--- src/verilog/wote_consts.vh ---
// Purpose: constants for the waveform output timing engine
// Assumes: 20 MHz core clock
// Notes:   timing sources sampled as synchronous inputs
`ifndef WOTE_CONSTS_VH
`define WOTE_CONSTS_VH

// ****************************************
// register map (word offsets)
// ****************************************
`define WOTE_ADDR_W          4
`define WOTE_OFF_CTRL        4'h0
`define WOTE_OFF_CMD         4'h1
`define WOTE_OFF_DIVIDE      4'h2
`define WOTE_OFF_DELAY       4'h3
`define WOTE_OFF_COUNT       4'h4
`define WOTE_OFF_STATUS      4'h5
`define WOTE_OFF_ROUTE       4'h6
`define WOTE_OFF_DONE_CNT    4'h7

// ****************************************
// control fields
// ****************************************
`define WOTE_TB_SEL_LO       0
`define WOTE_TB_SEL_HI       1
`define WOTE_TB_FAST         2'h0
`define WOTE_TB_SLOW         2'h1
`define WOTE_TB_TERM         2'h2
`define WOTE_TB_INT          2'h3
`define WOTE_TB_FALL_BIT     2
`define WOTE_EXT_UPD_BIT     3
`define WOTE_UPD_FALL_BIT    4
`define WOTE_TRIG_LO         5
`define WOTE_TRIG_HI         6
`define WOTE_TRIG_SW         2'h0
`define WOTE_TRIG_DIG        2'h1
`define WOTE_TRIG_ANA        2'h2
`define WOTE_TRIG_FALL_BIT   7
`define WOTE_HOLD_LO         8
`define WOTE_HOLD_HI         9
`define WOTE_HOLD_NONE       2'h0
`define WOTE_HOLD_DIG        2'h1
`define WOTE_HOLD_ANA        2'h2
`define WOTE_HOLD_LOW_BIT    10
`define WOTE_FINITE_BIT      11
`define WOTE_CMD_START_BIT   0
`define WOTE_CMD_STOP_BIT    1
`define WOTE_CTRL_W          12

// ****************************************
// route fields
// ****************************************
`define WOTE_RT_TB_LO        0
`define WOTE_RT_TB_HI        4
`define WOTE_RT_TGT_LO       5
`define WOTE_RT_TGT_HI       7
`define WOTE_RT_TRIG_LO      8
`define WOTE_RT_TRIG_HI      12
`define WOTE_RT_HOLD_LO      16
`define WOTE_RT_HOLD_HI      20
`define WOTE_RT_TOUT_LO      20
`define WOTE_RT_TOUT_HI      23
`define WOTE_RT_UPD_LO       24
`define WOTE_RT_UPD_HI       28
`define WOTE_RT_LINE_BIT     29
`define WOTE_RT_TOUT_BIT     30
`define WOTE_RT_UOUT_BIT     31

// ****************************************
// sizes and reset values
// ****************************************
`define WOTE_CNT_W           32
`define WOTE_SEL_W           4
`define WOTE_NTERM           16
`define WOTE_NLINE           8
`define WOTE_NSRC            8
`define WOTE_NCONV           2
`define WOTE_DELAY_RST       32'h0000_0002
`define WOTE_DIVIDE_RST      32'h0000_0001
`define WOTE_ZERO32          32'h0000_0000
`define WOTE_ONE32           32'h0000_0001
`define WOTE_TWO32           32'h0000_0002
`define WOTE_ST_IDLE         2'h0
`define WOTE_ST_DELAY        2'h1
`define WOTE_ST_RUN          2'h2
`define WOTE_FAST_HZ         20000000
`define WOTE_SLOW_HZ         100000
`define WOTE_CORE_HZ         20000000

`endif

--- src/verilog/wote_engine.v ---
// Purpose: timing engine for hardware-timed waveform output
// Assumes: all sources synchronous to core_clk; slow base is an enable-style input
// Notes:   register port: addr/wdata with one-cycle strobes, read data next cycle
`timescale 1ns/1ps
`include "wote_consts.vh"

module wote_engine
(
    input  wire                        core_clk,
    input  wire                        rst,
    input  wire [`WOTE_ADDR_W-1:0]     reg_addr,
    input  wire [31:0]                 reg_wdata,
    input  wire                        reg_wr,
    input  wire                        reg_rd,
    output reg  [31:0]                 reg_rdata,
    input  wire                        fast_base_clock,
    input  wire                        slow_base_clock,
    input  wire [`WOTE_NTERM-1:0]      pft_in,
    input  wire [`WOTE_NLINE-1:0]      ctl_in,
    input  wire [`WOTE_NSRC-1:0]       internal_src,
    input  wire                        analog_cmp_event,
    output reg  [`WOTE_NTERM-1:0]      pft_out,
    output reg  [`WOTE_NTERM-1:0]      pft_oe,
    output reg  [`WOTE_NLINE-1:0]      ctl_out,
    output reg  [`WOTE_NLINE-1:0]      ctl_oe,
    output reg  [`WOTE_NCONV-1:0]      conv_update,
    output reg                         wave_running
);

// ****************************************
// source selection
// ****************************************
// sources 0..15 terminals, 16..22 trigger lines 0..6, 24..31 internal
function sel_src;
    input [4:0]  sel;
    input [15:0] terms;
    input [7:0]  lines;
    input [7:0]  ints;
    reg   [31:0] all;
    begin
        all = {ints, 1'b0, lines[6:0], terms};
        sel_src = all[sel];
    end
endfunction

reg  [`WOTE_CTRL_W-1:0] ctrl_reg;
reg  [31:0]             divide_reg;
reg  [31:0]             delay_reg;
reg  [31:0]             count_reg;
reg  [31:0]             route_reg;
reg  [31:0]             done_cnt_reg;
reg  [31:0]             div_cnt_reg;
reg  [31:0]             dly_cnt_reg;
reg  [1:0]              state_reg;
reg                     tb_prev_reg;
reg                     trig_prev_reg;
reg                     upd_prev_reg;
reg                     upd_clk_reg;
reg                     begin_pulse_reg;
reg                     sw_start_reg;
reg                     sw_stop_reg;

wire [1:0] tb_sel    = ctrl_reg[`WOTE_TB_SEL_HI:`WOTE_TB_SEL_LO];
wire [1:0] trig_mode = ctrl_reg[`WOTE_TRIG_HI:`WOTE_TRIG_LO];
wire [1:0] hold_mode = ctrl_reg[`WOTE_HOLD_HI:`WOTE_HOLD_LO];
wire [4:0] tb_src_sel   = route_reg[`WOTE_RT_TB_HI:`WOTE_RT_TB_LO];
wire [4:0] trig_src_sel = route_reg[`WOTE_RT_TRIG_HI:`WOTE_RT_TRIG_LO];
wire [4:0] hold_src_sel = route_reg[`WOTE_RT_HOLD_HI:`WOTE_RT_HOLD_LO];
wire [4:0] upd_src_sel  = route_reg[`WOTE_RT_UPD_HI:`WOTE_RT_UPD_LO];
wire [2:0] upd_tgt      = route_reg[`WOTE_RT_TGT_HI:`WOTE_RT_TGT_LO];
wire [3:0] trig_tgt     = route_reg[`WOTE_RT_TOUT_HI:`WOTE_RT_TOUT_LO];
wire       upd_out_en   = route_reg[`WOTE_RT_UOUT_BIT];
wire       trig_out_en  = route_reg[`WOTE_RT_TOUT_BIT];
wire       upd_to_line  = route_reg[`WOTE_RT_LINE_BIT];

// ****************************************
// timebase
// ****************************************
// terminal or internal timebase, input only
// otherwise fast or slow base clock
reg tb_raw;
always @*
begin
    case (tb_sel)
        `WOTE_TB_FAST: tb_raw = fast_base_clock;
        `WOTE_TB_SLOW: tb_raw = slow_base_clock;
        default:       tb_raw = sel_src(tb_src_sel, pft_in, ctl_in, internal_src);
    endcase
end

wire tb_edge = ctrl_reg[`WOTE_TB_FALL_BIT] ? (tb_prev_reg & ~tb_raw)
                                           : (~tb_prev_reg & tb_raw);

// ****************************************
// start trigger
// ****************************************
wire trig_raw = (trig_mode == `WOTE_TRIG_ANA) ? analog_cmp_event
              : sel_src(trig_src_sel, pft_in, ctl_in, internal_src);
wire trig_edge = (trig_mode == `WOTE_TRIG_DIG && ctrl_reg[`WOTE_TRIG_FALL_BIT])
               ? (trig_prev_reg & ~trig_raw) : (~trig_prev_reg & trig_raw);
wire start_evt = (trig_mode == `WOTE_TRIG_SW) ? sw_start_reg : trig_edge;

// ****************************************
// hold gate
// ****************************************
// digital source and level
wire hold_dig = sel_src(hold_src_sel, pft_in, ctl_in, internal_src);
wire hold_on  = (hold_mode == `WOTE_HOLD_DIG) ? (hold_dig ^ ctrl_reg[`WOTE_HOLD_LOW_BIT])
              : (hold_mode == `WOTE_HOLD_ANA) ? analog_cmp_event : 1'b0;

// ****************************************
// update clock
// ****************************************
wire upd_raw  = sel_src(upd_src_sel, pft_in, ctl_in, internal_src);
// converter edge select on external update clock
wire upd_edge = ctrl_reg[`WOTE_UPD_FALL_BIT] ? (upd_prev_reg & ~upd_raw)
                                             : (~upd_prev_reg & upd_raw);
wire ext_upd  = ctrl_reg[`WOTE_EXT_UPD_BIT];
wire div_tick = tb_edge && (div_cnt_reg <= `WOTE_ONE32);
wire upd_evt  = (state_reg == `WOTE_ST_RUN) && (ext_upd ? upd_edge : div_tick);
// hold masks pulses; sampled at pulse start so a pulse under way completes
// every update is masked for as long as hold is on
wire upd_fire = upd_evt && !hold_on;
wire finite   = ctrl_reg[`WOTE_FINITE_BIT];
wire last_smp = finite && upd_fire && (done_cnt_reg + `WOTE_ONE32 >= count_reg);

// ****************************************
// edge history
// ****************************************
// history resets to the idle low level so no false edge follows reset
always @(posedge core_clk)
begin
    if (rst)
    begin
        tb_prev_reg   <= 1'b0;
        trig_prev_reg <= 1'b0;
        upd_prev_reg  <= 1'b0;
    end
    else
    begin
        tb_prev_reg   <= tb_raw;
        trig_prev_reg <= trig_raw;
        upd_prev_reg  <= upd_raw;
    end
end

// ****************************************
// register port
// ****************************************
always @(posedge core_clk)
begin
    if (rst)
    begin
        ctrl_reg     <= {`WOTE_CTRL_W{1'b0}};
        divide_reg   <= `WOTE_DIVIDE_RST;
        delay_reg    <= `WOTE_DELAY_RST;
        count_reg    <= `WOTE_ZERO32;
        route_reg    <= `WOTE_ZERO32;
        sw_start_reg <= 1'b0;
        sw_stop_reg  <= 1'b0;
        reg_rdata    <= `WOTE_ZERO32;
    end
    else
    begin
        sw_start_reg <= reg_wr && reg_addr == `WOTE_OFF_CMD && reg_wdata[`WOTE_CMD_START_BIT];
        sw_stop_reg  <= reg_wr && reg_addr == `WOTE_OFF_CMD && reg_wdata[`WOTE_CMD_STOP_BIT];
        if (reg_wr)
        begin
            case (reg_addr)
                `WOTE_OFF_CTRL:   ctrl_reg   <= reg_wdata[`WOTE_CTRL_W-1:0];
                `WOTE_OFF_DIVIDE: divide_reg <= reg_wdata;
                `WOTE_OFF_DELAY:  delay_reg  <= reg_wdata;
                `WOTE_OFF_COUNT:  count_reg  <= reg_wdata;
                `WOTE_OFF_ROUTE:  route_reg  <= reg_wdata;
                default:          ;
            endcase
        end
        // unmapped reads return zero
        if (reg_rd)
        begin
            case (reg_addr)
                `WOTE_OFF_CTRL:     reg_rdata <= {20'h00000, ctrl_reg};
                `WOTE_OFF_DIVIDE:   reg_rdata <= divide_reg;
                `WOTE_OFF_DELAY:    reg_rdata <= delay_reg;
                `WOTE_OFF_COUNT:    reg_rdata <= count_reg;
                `WOTE_OFF_STATUS:   reg_rdata <= {30'h00000000, state_reg};
                `WOTE_OFF_ROUTE:    reg_rdata <= route_reg;
                `WOTE_OFF_DONE_CNT: reg_rdata <= done_cnt_reg;
                default:            reg_rdata <= `WOTE_ZERO32;
            endcase
        end
        else
        begin
            // zero outside the read cycle so a stale word never looks valid
            reg_rdata <= `WOTE_ZERO32;
        end
    end
end

// ****************************************
// sequencer
// ****************************************
always @(posedge core_clk)
begin
    if (rst)
    begin
        done_cnt_reg    <= `WOTE_ZERO32;
        div_cnt_reg     <= `WOTE_ZERO32;
        dly_cnt_reg     <= `WOTE_ZERO32;
        state_reg       <= `WOTE_ST_IDLE;
        upd_clk_reg     <= 1'b0;
        begin_pulse_reg <= 1'b0;
        conv_update     <= {`WOTE_NCONV{1'b0}};
        wave_running    <= 1'b0;
    end
    else
    begin
        begin_pulse_reg <= 1'b0;
        case (state_reg)
            `WOTE_ST_IDLE:
            begin
                if (start_evt && !sw_stop_reg)
                begin
                    begin_pulse_reg <= 1'b1;
                    done_cnt_reg    <= `WOTE_ZERO32;
                    dly_cnt_reg     <= delay_reg;
                    div_cnt_reg     <= divide_reg;
                    state_reg       <= ext_upd ? `WOTE_ST_RUN : `WOTE_ST_DELAY;
                end
            end
            `WOTE_ST_DELAY:
            begin
                // count delay in timebase ticks
                // the last delay tick is the divider's first terminal edge,
                // so delays below two still take two ticks
                if (sw_stop_reg)
                    state_reg <= `WOTE_ST_IDLE;
                else if (tb_edge)
                begin
                    if (dly_cnt_reg <= `WOTE_TWO32)
                    begin
                        state_reg   <= `WOTE_ST_RUN;
                        div_cnt_reg <= `WOTE_ONE32;
                    end
                    else
                        dly_cnt_reg <= dly_cnt_reg - `WOTE_ONE32;
                end
            end
            `WOTE_ST_RUN:
            begin
                if (tb_edge)
                    div_cnt_reg <= div_tick ? divide_reg : div_cnt_reg - `WOTE_ONE32;
                if (upd_fire)
                    done_cnt_reg <= done_cnt_reg + `WOTE_ONE32;
                // halt on finite completion or software stop
                if (sw_stop_reg || last_smp)
                    state_reg <= `WOTE_ST_IDLE;
            end
            default:
                state_reg <= `WOTE_ST_IDLE;
        endcase

        // internal update clock, high for one cycle per update
        upd_clk_reg  <= upd_fire;
        conv_update  <= {`WOTE_NCONV{upd_fire}};
        wave_running <= state_reg != `WOTE_ST_IDLE;
    end
end

// ****************************************
// terminal drive
// ****************************************
// pins lag the internal pulses by one cycle; acceptable since pins only mirror them
always @(posedge core_clk)
begin
    if (rst)
    begin
        pft_out <= {`WOTE_NTERM{1'b0}};
        pft_oe  <= {`WOTE_NTERM{1'b0}};
        ctl_out <= {`WOTE_NLINE{1'b0}};
        ctl_oe  <= {`WOTE_NLINE{1'b0}};
    end
    else
    begin
        // hold gate has no output path; timebase has none either
        pft_oe  <= {`WOTE_NTERM{1'b0}};
        ctl_oe  <= {`WOTE_NLINE{1'b0}};
        pft_out <= {`WOTE_NTERM{1'b0}};
        ctl_out <= {`WOTE_NLINE{1'b0}};
        if (upd_out_en && upd_to_line)
        begin
            ctl_oe[upd_tgt]  <= 1'b1;
            ctl_out[upd_tgt] <= ~upd_clk_reg;
        end
        else if (upd_out_en)
        begin
            pft_oe[upd_tgt]  <= 1'b1;
            pft_out[upd_tgt] <= ~upd_clk_reg;
        end
        if (trig_out_en)
        begin
            pft_oe[trig_tgt]  <= 1'b1;
            pft_out[trig_tgt] <= begin_pulse_reg;
        end
    end
end

endmodule

--- config.mk ---
export PLATFORM = sky130hd
export DESIGN_NAME = wote_engine
export DESIGN_NICKNAME = d
export VERILOG_FILES = /design/src/verilog/wote_engine.v
export VERILOG_INCLUDE_DIRS = /design/src /design/src/verilog
export SDC_FILE = /design/constraint.sdc
export NUM_CORES = 1
export LEC_CHECK = 0
export BUFFER_PORTS_ARGS = -buffer_cell sky130_fd_sc_hd__buf_2
export CORE_MARGIN = 10
export CORE_UTILIZATION = 39
export CTS_CLUSTER_DIAMETER = 80
export DETAILED_ROUTE_END_ITERATION = 16
export PLACE_DENSITY_LB_ADDON = 0.15
export SKIP_CTS_REPAIR_TIMING = 1
export SYNTH_ARGS = -nofsm -noshare
export SYNTH_HDL_FRONTEND = slang
export SYNTH_SLANG_ARGS = --single-unit
--- constraint.sdc ---
create_clock -name core_clk -period 8.1 [get_ports core_clk]
set_clock_uncertainty 0.1 [all_clocks]
set_input_delay 1.62 -clock core_clk [delete_from_list [all_inputs] [get_ports core_clk]]
set_output_delay 1.62 -clock core_clk [all_outputs]
set_load 0.05 [all_outputs]
* Word level (Yosys, flattened, before mapping) *
Index checks and enable logic that the tools add are counted.

word-level totals
  output and inout bits = 83
  register bits = 327
  bits of input ports = 75
  logic and storage cells = 175

cells by class
  equal/unequal tests = 24
  reductions and logical operators = 37
  magnitude comparators = 12
  bitwise operators = 20
  mux-type cells = 56
  $add $sub $neg = 3

operator list
  cell                                                                    count
  32-bit two-way mux                                                      12
  32-bit case mux with 7 select lines                                     1
  32-bit case mux with 2 select lines                                     2
  16-bit two-way mux                                                      6
  32-bit case mux with 3 select lines                                     1
  32-bit by 1-bit subtractor with 32-bit output, second input constant    2
  32-bit by 1-bit adder with 32-bit output, second input constant         1
  32-bit >= comparator                                                    1
  32-bit by 1-bit <= comparator with 1-bit output, second input constant  1
  32-bit by 2-bit <= comparator with 1-bit output, second input constant  1
  5-bit by 6-bit < comparator with 1-bit output, second input constant    4
  1-bit binary-select mux with 5-bit select                               4
  16-bit by 8-bit AND with 16-bit output                                  1
  16-bit bitwise mux                                                      1
  4-bit by 3-bit == test with 1-bit output, second input constant         4
  1-bit two-way mux                                                       16
  8-bit two-way mux                                                       2
  16-bit OR                                                               1
  1-bit logical AND                                                       14
  2-bit != test, second input constant                                    7
  2-bit two-way mux                                                       6
  1-bit NOT                                                               10
  2-bit AND reduction                                                     5
  8-bit AND                                                               1
  other kinds (28)                                                        48

* Logic depth before layout (Yosys ltp) *
Gate-level depths: netlist (run 1).

  word-level depth = 15
  mapped depth = 18
  depth with buffers taken out = 18

* Least setup slack after synthesis (run 1) *
Ideal clock, no wire load.

  path type = input-to-reg
  start point = input pft_in[13]
  end point = register done_cnt_reg[10]
  setup slack = 4.061 ns
  data arrival time = 3.869 ns
  cell stages on the path = 10
  required time = 7.930 ns
  buffers on the path = 1
  setup time = 0.070 ns
  cell sequence = mux4_2 o2111ai_1 o41ai_1 a211oi_1 mux2i_1 a311o_1 buf_6 or2_1 or4_1 a21oi_1

on the way
  word-level cells in the longest chain between the ends = 12
  elaborated cells on any way between the ends = 34
  those cells by class = eq/ne (2); mux (16); bitwise (10); reduce/logical (6)

ends and longest elaborated chain
  item                                       line               text
  start: declaration                         wote_engine.v:18   input wire [`WOTE_NTERM-1:0] pft_in,
  1-bit binary-select mux with 5-bit select  wote_engine.v:42   sel_src = all[sel];
  1-bit two-way mux (not written as such)    wote_engine.v:42
  1-bit case mux with 2 select lines         wote_engine.v:84   case (tb_sel)
  1-bit NOT                                  wote_engine.v:91   wire tb_edge = ctrl_reg[`WOTE_TB_FALL_BIT] ? (tb_prev_reg & ~tb_raw)
  1-bit AND                                  wote_engine.v:91
  1-bit two-way mux                          wote_engine.v:91
  1-bit logical AND                          wote_engine.v:119  wire div_tick = tb_edge && (div_cnt_reg <= `WOTE_ONE32);
  1-bit two-way mux                          wote_engine.v:120  wire upd_evt = (state_reg == `WOTE_ST_RUN) && (ext_upd ? upd_edge : div_tick);
  1-bit logical AND                          wote_engine.v:120
  1-bit logical AND                          wote_engine.v:123  wire upd_fire = upd_evt && !hold_on;
  2-bit != test (no source line)             -
  3-bit AND reduction (no source line) *     -
  end signal: assignment                     wote_engine.v:207  done_cnt_reg <= `WOTE_ZERO32;
  end signal: assignment                     wote_engine.v:225  done_cnt_reg <= `WOTE_ZERO32;
  end signal: assignment                     wote_engine.v:254  done_cnt_reg <= done_cnt_reg + `WOTE_ONE32;
  end: declaration                           wote_engine.v:51   reg [31:0] done_cnt_reg;

Mark *: on every way between the ends. The rest lies on a longest branch, timed or not. The select of a mux whose other input is x is not followed.
A chain may end at the register's enable or synchronous reset.

* Worst setup path after layout (run 1) *
  start point = input internal_src[7]
  end point = register div_cnt_reg[2]

on the way
  word-level cells in the longest chain between the ends = 10
  elaborated cells on any way between the ends = 24
  those cells by class = eq/ne (3); mux (12); bitwise (6); reduce/logical (3)

ends and longest elaborated chain
  item                                                                               line                                  text
  start: declaration                                                                 wote_engine.v:20                      input wire [`WOTE_NSRC-1:0] internal_src,
  1-bit binary-select mux with 5-bit select                                          wote_engine.v:42
  1-bit two-way mux (not written as such)                                            wote_engine.v:42
  1-bit case mux with 2 select lines / 1-bit two-way mux (equally long branches)     wote_engine.v:84, wote_engine.v:97
  1-bit NOT (on tied branches)                                                       wote_engine.v:91, wote_engine.v:100
  1-bit AND (on tied branches)                                                       wote_engine.v:91, wote_engine.v:100
  1-bit two-way mux (on tied branches)                                               wote_engine.v:91, wote_engine.v:99
  1-bit logical AND / 1-bit two-way mux (equally long branches)                      wote_engine.v:119, wote_engine.v:101
  32-bit two-way mux (no source line) / 1-bit logical AND (equally long branches)    -
  32-bit two-way mux / 2-bit != test (equally long branches)                         -
  32-bit case mux with 3 select lines / 6-bit AND reduction (equally long branches)  -
  end signal: assignment                                                             wote_engine.v:227                     div_cnt_reg <= divide_reg;
  end signal: assignment                                                             wote_engine.v:243                     div_cnt_reg <= `WOTE_ONE32;
  end signal: assignment                                                             wote_engine.v:252                     div_cnt_reg <= div_tick ? divide_reg : div_cnt_reg - `WOTE_ONE32;
  end: declaration                                                                   wote_engine.v:52                      reg [31:0] div_cnt_reg;

Several ways; a longest one is shown, not always the timed one. The select of a mux whose other input is x is not followed.

==> summary.txt, run 1 <==
Setup path
  • CP Capture Type: flop
  • Crit path required time: 8.45 ns
  • Critical path startpoint category: primary input
  • Worst Path Max Fanout: 50
  • Arr. time, crit path: 5.56 ns
  • Crit path kind: primary input to flop

Pwr
  • P_sw: 1.66 mW
  • Pwr dens: 259 mW/mm2
  • Switching Fraction: 0.333
  • Pint: 3.31 mW
  • Worst VDD drop: 0.000213 V
  • Combinational share of power: 0.247
  • LEAKAGE: 6.90 nW
  • Overall power: 4.97 mW
  • Sequential Power Share: 0.351
  • Power share of the clock group: 0.402

Yosys
  • Cells after Synth: 2095
  • Top cells by area, synth: dfxtp_1, nand2_1, a21oi_1, a22oi_1, mux4_2
  • Unique masters post-synth: 84
  • Synthesized net count: 2211
  • Post-synth top area cell: dfxtp_1
  • Seq/Total Area, Yosys: 0.392
  • Synth warn: 0
  • Avg Cell Area, Syn: 7.94 um2
  • Asr flop ratio synth: 0
  • EDFF count, synth: 0
  • Synth Flop Type: dfxtp_1
  • Post-synthesis cell area: 0.0166 mm2
  • Flops & latches, synth: 326
  • Area fraction of the dominant cell type after synthesis: 0.392

GRT
  • Total Routing Usage GR: 0.239
  • Antenna violations before repair: 2
  • Met2 usage: 0.381
  • Vias in the first global route: 15000
  • Largest net degree at the start of global routing: 121
  • GRT met3 Usage: 0.0490
  • Gr busiest metal: met2
  • GRT overflow: 0
  • Global-route wire length before repair: 94400 um
  • GR Layer Usage met1: 0.316

Place
  • Cell Area, Placed: 0.0177 mm2
  • I/O Buffers: 156
  • Placer Congestion: 0.896
  • Pre-CTS WS: 2.45 ns
  • Detailed Place HPWL: 44200 um
  • Inst Count DP: 2655

Floorplanning
  • CORE AREA: 0.0420 mm2
  • # rows: 75
  • Die height: 227 um
  • Total Die Area: 0.0513 mm2
  • IO Count: 158
  • Initial core utilization: 0.396
  • Die W: 227 um

Timing
  • Final Max Tran Viols: 0
  • Crit path time final: 5.21 ns
  • Final WS setup: 2.89 ns
  • Fin crit share: 0.643
  • Final TNS setup: 0 ns
  • RSZ-0062 raised after global routing: no
  • Slew headroom: 0.194
  • Worst-margin pin slew: 1.21 ns
  • Final setup vio count: 0
  • Fin. Hold Viols: 0
  • Achievable Freq: 0.192 GHz
  • Hold slack: 0.369 ns

Clock network
  • Clk_lat worst skew: 0.56 ns
  • Max Root-Sink Buffers: 3
  • CTS Sinks: 326
  • CTS H-tree depth: 2
  • Clock root buffer: clkbuf_16
  • TritonCTS clock tree: yes
  • TritonCTS buffer count: 38
  • CTS clk-pin slew, worst paths: 0.06 ns

Detailed routing
  • Routed length per instance: 23.1 um
  • Final WL: 63100 um
  • First DRT Iteration DRCs: 1713
  • Drc violations: 0
  • DR vias/cell: 5.87
  • Vias: 16000
  • Routed Antenna Nets: 0
  • TritonRoute pass-1 iters: 6

Cells and area
  • Fraction of layout cells with a size suffix above 1: 0.145
  • Fin area: 0.0192 mm2
  • Finished Layout Cells: 2726
  • Util after Layout: 0.456
  • Register area: 0.00653 mm2
  • Fillers: 4193
  • Nets: 2272
  • Area taken by multi-input logic gates: 0.00929 mm2
  • Synth-to-layout area growth: 15.2%

Run
  • Max-cap violations: 0

Outcome
  • Outcome: completed

Hold path
  • Min-delay worst type: flop to flop
## cell type report
type                            instances  share of cell area
Tap cell                              539              0.0352
Inverter                               64              0.0125
Clock buffer                           52              0.0609
Timing Repair Buffer                  177              0.0499
Multi-Input combinational cell       1549               0.485
Sequential cell                       326               0.341
Antenna cell                            2            0.000261
Clock inverter                         17              0.0159
## layer usage
| metal | vias up | wire, um |
|---|---|---|
| met3 | 93 | 4840 |
| met4 | 0 | 1950 |
| met1 | 7752 | 27400 |
| met5 | - | 0 |
| met2 | 566 | 28900 |
| li1 | 7578 | - |
## cell usage after synthesis, drive strengths merged (26+ instances only)
library cell and n:
a21oi 231, a22oi 91, a31oi 42, buf 32
clkbuf 124, dfxtp 326, ha 41, inv 64
mux2i 31, nand2 449, nand3 38, nand4 26
nor2 123, nor3 60, o21ai 67
## power groups by stage
stage	combinational (mW)	clock (mW)	sequential, mW
detailed placement	1.21	0	1.77
finish	1.23	2.00	1.74
CTS	1.21	2.03	1.74
global placement	1.20	0	1.77
global route	1.36	2.09	1.75
floorplan	0.876	0	1.76
## worst max-delay path, cell delays in order
cell	delay, ns
buf_2	0.12
mux4_2	0.47
mux2i_1	0.29
mux4_2	0.39
mux2i_1	0.59
nand2b_1	0.19
buf_4	0.25
nand2b_1	0.14
a21oi_4	0.92
o21ai_0	0.25
a32o_1	0.32
## cells in the final DEF, fill, tap and decap left out, types with 6 or more instances in the layout
cell type | netlist | routed
mux2_2 | 6 | 6
o41ai_1 | 6 | 6
and2_1 | 9 | 8
o211ai_1 | 17 | 17
nand2_1 | 448 | 446
buf_2 | 18 | 155
nor3_2 | 1 | 6
a21o_1 | 15 | 15
o21ai_0 | 63 | 63
o31ai_1 | 8 | 8
and3_1 | 12 | 12
nand4_1 | 26 | 26
nor2b_1 | 18 | 17
nand3_1 | 38 | 38
nand2b_1 | 19 | 19
bufinv_16 | 0 | 8
nand3b_1 | 7 | 7
or2_2 | 6 | 6
o32ai_1 | 14 | 14
mux2i_1 | 31 | 31
xor2_1 | 23 | 23
inv_1 | 61 | 61
dfxtp_1 | 326 | 326
xnor2_1 | 22 | 22
or3_1 | 9 | 9
clkbuf_8 | 0 | 10
clkbuf_16 | 0 | 41
buf_4 | 6 | 20
a32o_1 | 11 | 11
nor2_1 | 123 | 119
a31oi_1 | 42 | 42
o211a_1 | 10 | 10
ha_1 | 41 | 41
nor4_1 | 13 | 12
a22oi_1 | 91 | 91
a21oi_1 | 229 | 229
mux4_2 | 24 | 24
a211oi_1 | 19 | 19
nor3_1 | 58 | 53
## cells by family after synthesis
kind of cell | share of synthesized area
adders and majority gates | 0.0308
and+or+nand+nor | 0.218
buffers and inverters | 0.0533
xor gates and xnor gates | 0.0237
DFF | 0.392
muxes | 0.0552
AOI/OAI and AO/OA | 0.227
## path summary, 6_finish.rpt
kind                                 startpoint             end  slack [ns]  depth (start not counted)
worst max register to register     route_reg[9]  div_cnt_reg[2]        3.23                         10
worst min register to register    route_reg[15]   route_reg[15]        0.37                          2
worst max-delay path            internal_src[7]  div_cnt_reg[2]        2.89                         11
worst min-delay path              route_reg[15]   route_reg[15]        0.37                          2
No activity file was read; power rests on OpenSTA's default activity.
==> inputs of run 2 (changes only) <==
Clock period 8.1 ns to 5.25 ns, I/O delays scaled along.
==> summary.txt, run 2 (synthesized netlist as in run 1, its figures left out) <==
Place
  • Placer Congestion: 0.943
  • Cell Area, Placed: 0.0178 mm2
  • Pre-CTS WS: 0.803 ns
  • Detailed Place HPWL: 45000 um
  • I/O Buffers: 156

Pwr
  • Worst VDD drop: 0.000317 V
  • Power share of the clock group: 0.382
  • LEAKAGE: 6.90 nW
  • Sequential Power Share: 0.362
  • Switching Fraction: 0.341
  • Pwr dens: 388 mW/mm2
  • Pint: 4.88 mW
  • P_sw: 2.53 mW
  • Overall power: 7.41 mW
  • Combinational share of power: 0.256

Clock network
  • Clk_lat worst skew: 0.57 ns
  • TritonCTS buffer count: 38
  • TritonCTS clock tree: yes
  • Clock root buffer: clkbuf_16
  • CTS H-tree depth: 2
  • CTS clk-pin slew, worst paths: 0.06 ns
  • CTS Sinks: 326
  • Max Root-Sink Buffers: 3

Setup path
  • Crit path kind: flop to flop
  • Reg2Reg Launch Point: done_cnt_reg[6]
  • CP Launch Point: done_cnt_reg[6]
  • Reg2reg setup slack: 0.73 ns
  • Critical path startpoint category: flop
  • Worst Path Max Fanout: 6
  • CP Capture Type: flop
  • Crit-path cells: and4_1 > and2_1 > nand4_1 > buf_4 > nor3_1 > and3_1 > xor2_1 > ha_1 > a21o_1 > a21o_1 > a21oi_1 > o21ai_0 > a21oi_1 > nor2b_1 > a41o_1 > a2111o_1 > o211ai_1
  • Slowest stage delay, CP: 0.52 ns
  • RR Endpoint: state_reg[0]
  • Crit path required time: 5.64 ns
  • Worst Reg-to-Reg Cells: 17
  • CP max-delay cell: dfxtp_1
  • Arr. time, crit path: 4.92 ns

Timing
  • RSZ-0062 raised after global routing: no
  • Final Max Tran Viols: 0
  • Slew headroom: 0.348
  • Fin crit share: 0.861
  • Achievable Freq: 0.221 GHz
  • Crit path time final: 4.52 ns
  • Fin. Hold Viols: 0
  • Worst-margin pin slew: 0.976 ns
  • Final setup vio count: 0
  • Final WS setup: 0.727 ns
  • Final TNS setup: 0 ns

Detailed routing
  • Routed length per instance: 23.0 um
  • Wire length on met2: 29100 um
  • Top layer used by detailed routing: met4
  • Final WL: 63100 um
  • Routed Antenna Nets: 0
  • Met3 wire len: 4780 um
  • DR vias/cell: 5.87
  • Vias: 16100
  • Met1 WL: 26700 um
  • Drc violations: 0
  • First DRT Iteration DRCs: 1684
  • TritonRoute pass-1 iters: 6

Floorplanning
  • Die height: 227 um
  • IO Count: 158
  • CORE AREA: 0.0420 mm2
  • Total Die Area: 0.0513 mm2
  • Die W: 227 um
  • Initial core utilization: 0.396
  • # rows: 75

Cells and area
  • Fraction of layout cells with a size suffix above 1: 0.148
  • Util after Layout: 0.455
  • Fin area: 0.0191 mm2
  • Nets: 2286
  • Most frequent cells in the layout: nand2_1, dfxtp_1, a21oi_1
  • Area taken by multi-input logic gates: 0.00928 mm2
  • Register area: 0.00653 mm2
  • Fillers: 4164
  • Synth-to-layout area growth: 14.9%
  • Commonest non-fill, non-tap cell in the layout: nand2_1

Hold path
  • Worst hold endpoint: route_reg[14]
  • HP Start: route_reg[14]
  • Hold Path Depth: 2
  • Min-delay worst type: flop to flop

Outcome
  • Outcome: completed

GRT
  • GRT overflow: 0
  • Total Routing Usage GR: 0.241
  • Antenna violations before repair: 2
  • Global-route wire length before repair: 94700 um
  • Largest net degree at the start of global routing: 69
  • Vias in the first global route: 15200

Run
  • Max-cap violations: 0
-- run 2: cell count changes in the layout (fill, tap and decap cells not counted), sizes merged --
cell	change
buf	+14
bufinv	-4
clkbuf	+2
diode	-1
-- run 2: worst max-delay path: cells and delay by family (launching register included) --
kind                       cells  cell delay (ns)
buffers and inverters          1             0.19
xor gates and xnor gates       1             0.19
AOI/OAI and AO/OA              8             1.60
and+or+nand+nor                6             1.57
DFF                            1             0.52
adders and majority gates      1             0.27
-- run 2: final cells by class --
| cell class | count | share of cell area |
|---|---|---|
| sequential | 326 | 0.341 |
| timing repair buffer | 191 | 0.0549 |
| clock inverter | 13 | 0.0103 |
| multi-input combinational | 1549 | 0.486 |
| inverter | 64 | 0.0126 |
| tap | 539 | 0.0353 |
| antenna | 1 | 0.000131 |
| clock buffer | 54 | 0.0598 |
-- run 2: per-stage QoR --
step / std cells / hold slack (ns)
after detailed placement: 2669 / 0.355
after CTS: 2736 / 0.364
final: 2737 / 0.368
after floorplan: 2095 / 0.337
after global routing: 2736 / 0.377
after global placement: 2669 / 0.345
-- run 2: power groups by stage --
stage	combinational (mW)	clock (mW)	sequential [mW]
final	1.90	2.83	2.69
after global routing	2.10	2.97	2.70
after CTS	1.87	2.87	2.68
after detailed placement	1.87	0	2.74
after global placement	1.85	0	2.73
after floorplan	1.35	0	2.71
-- run 2: per-layer routing --
layer	vias up	global-route usage
met5	-	0
met4	0	0.103
met3	118	0.0394
met2	626	0.384
met1	7719	0.316
li1	7608	-
-- run 2: worst max path at each step --
stage	end	slack [ns]	depth (start not counted)
detailed placement	state_reg[0]	0.80	17
global placement	done_cnt_reg[10]	0.85	10
global route	state_reg[0]	0.56	17
floorplan	state_reg[0]	1.42	17
CTS	state_reg[0]	0.79	17
finish	state_reg[0]	0.73	17
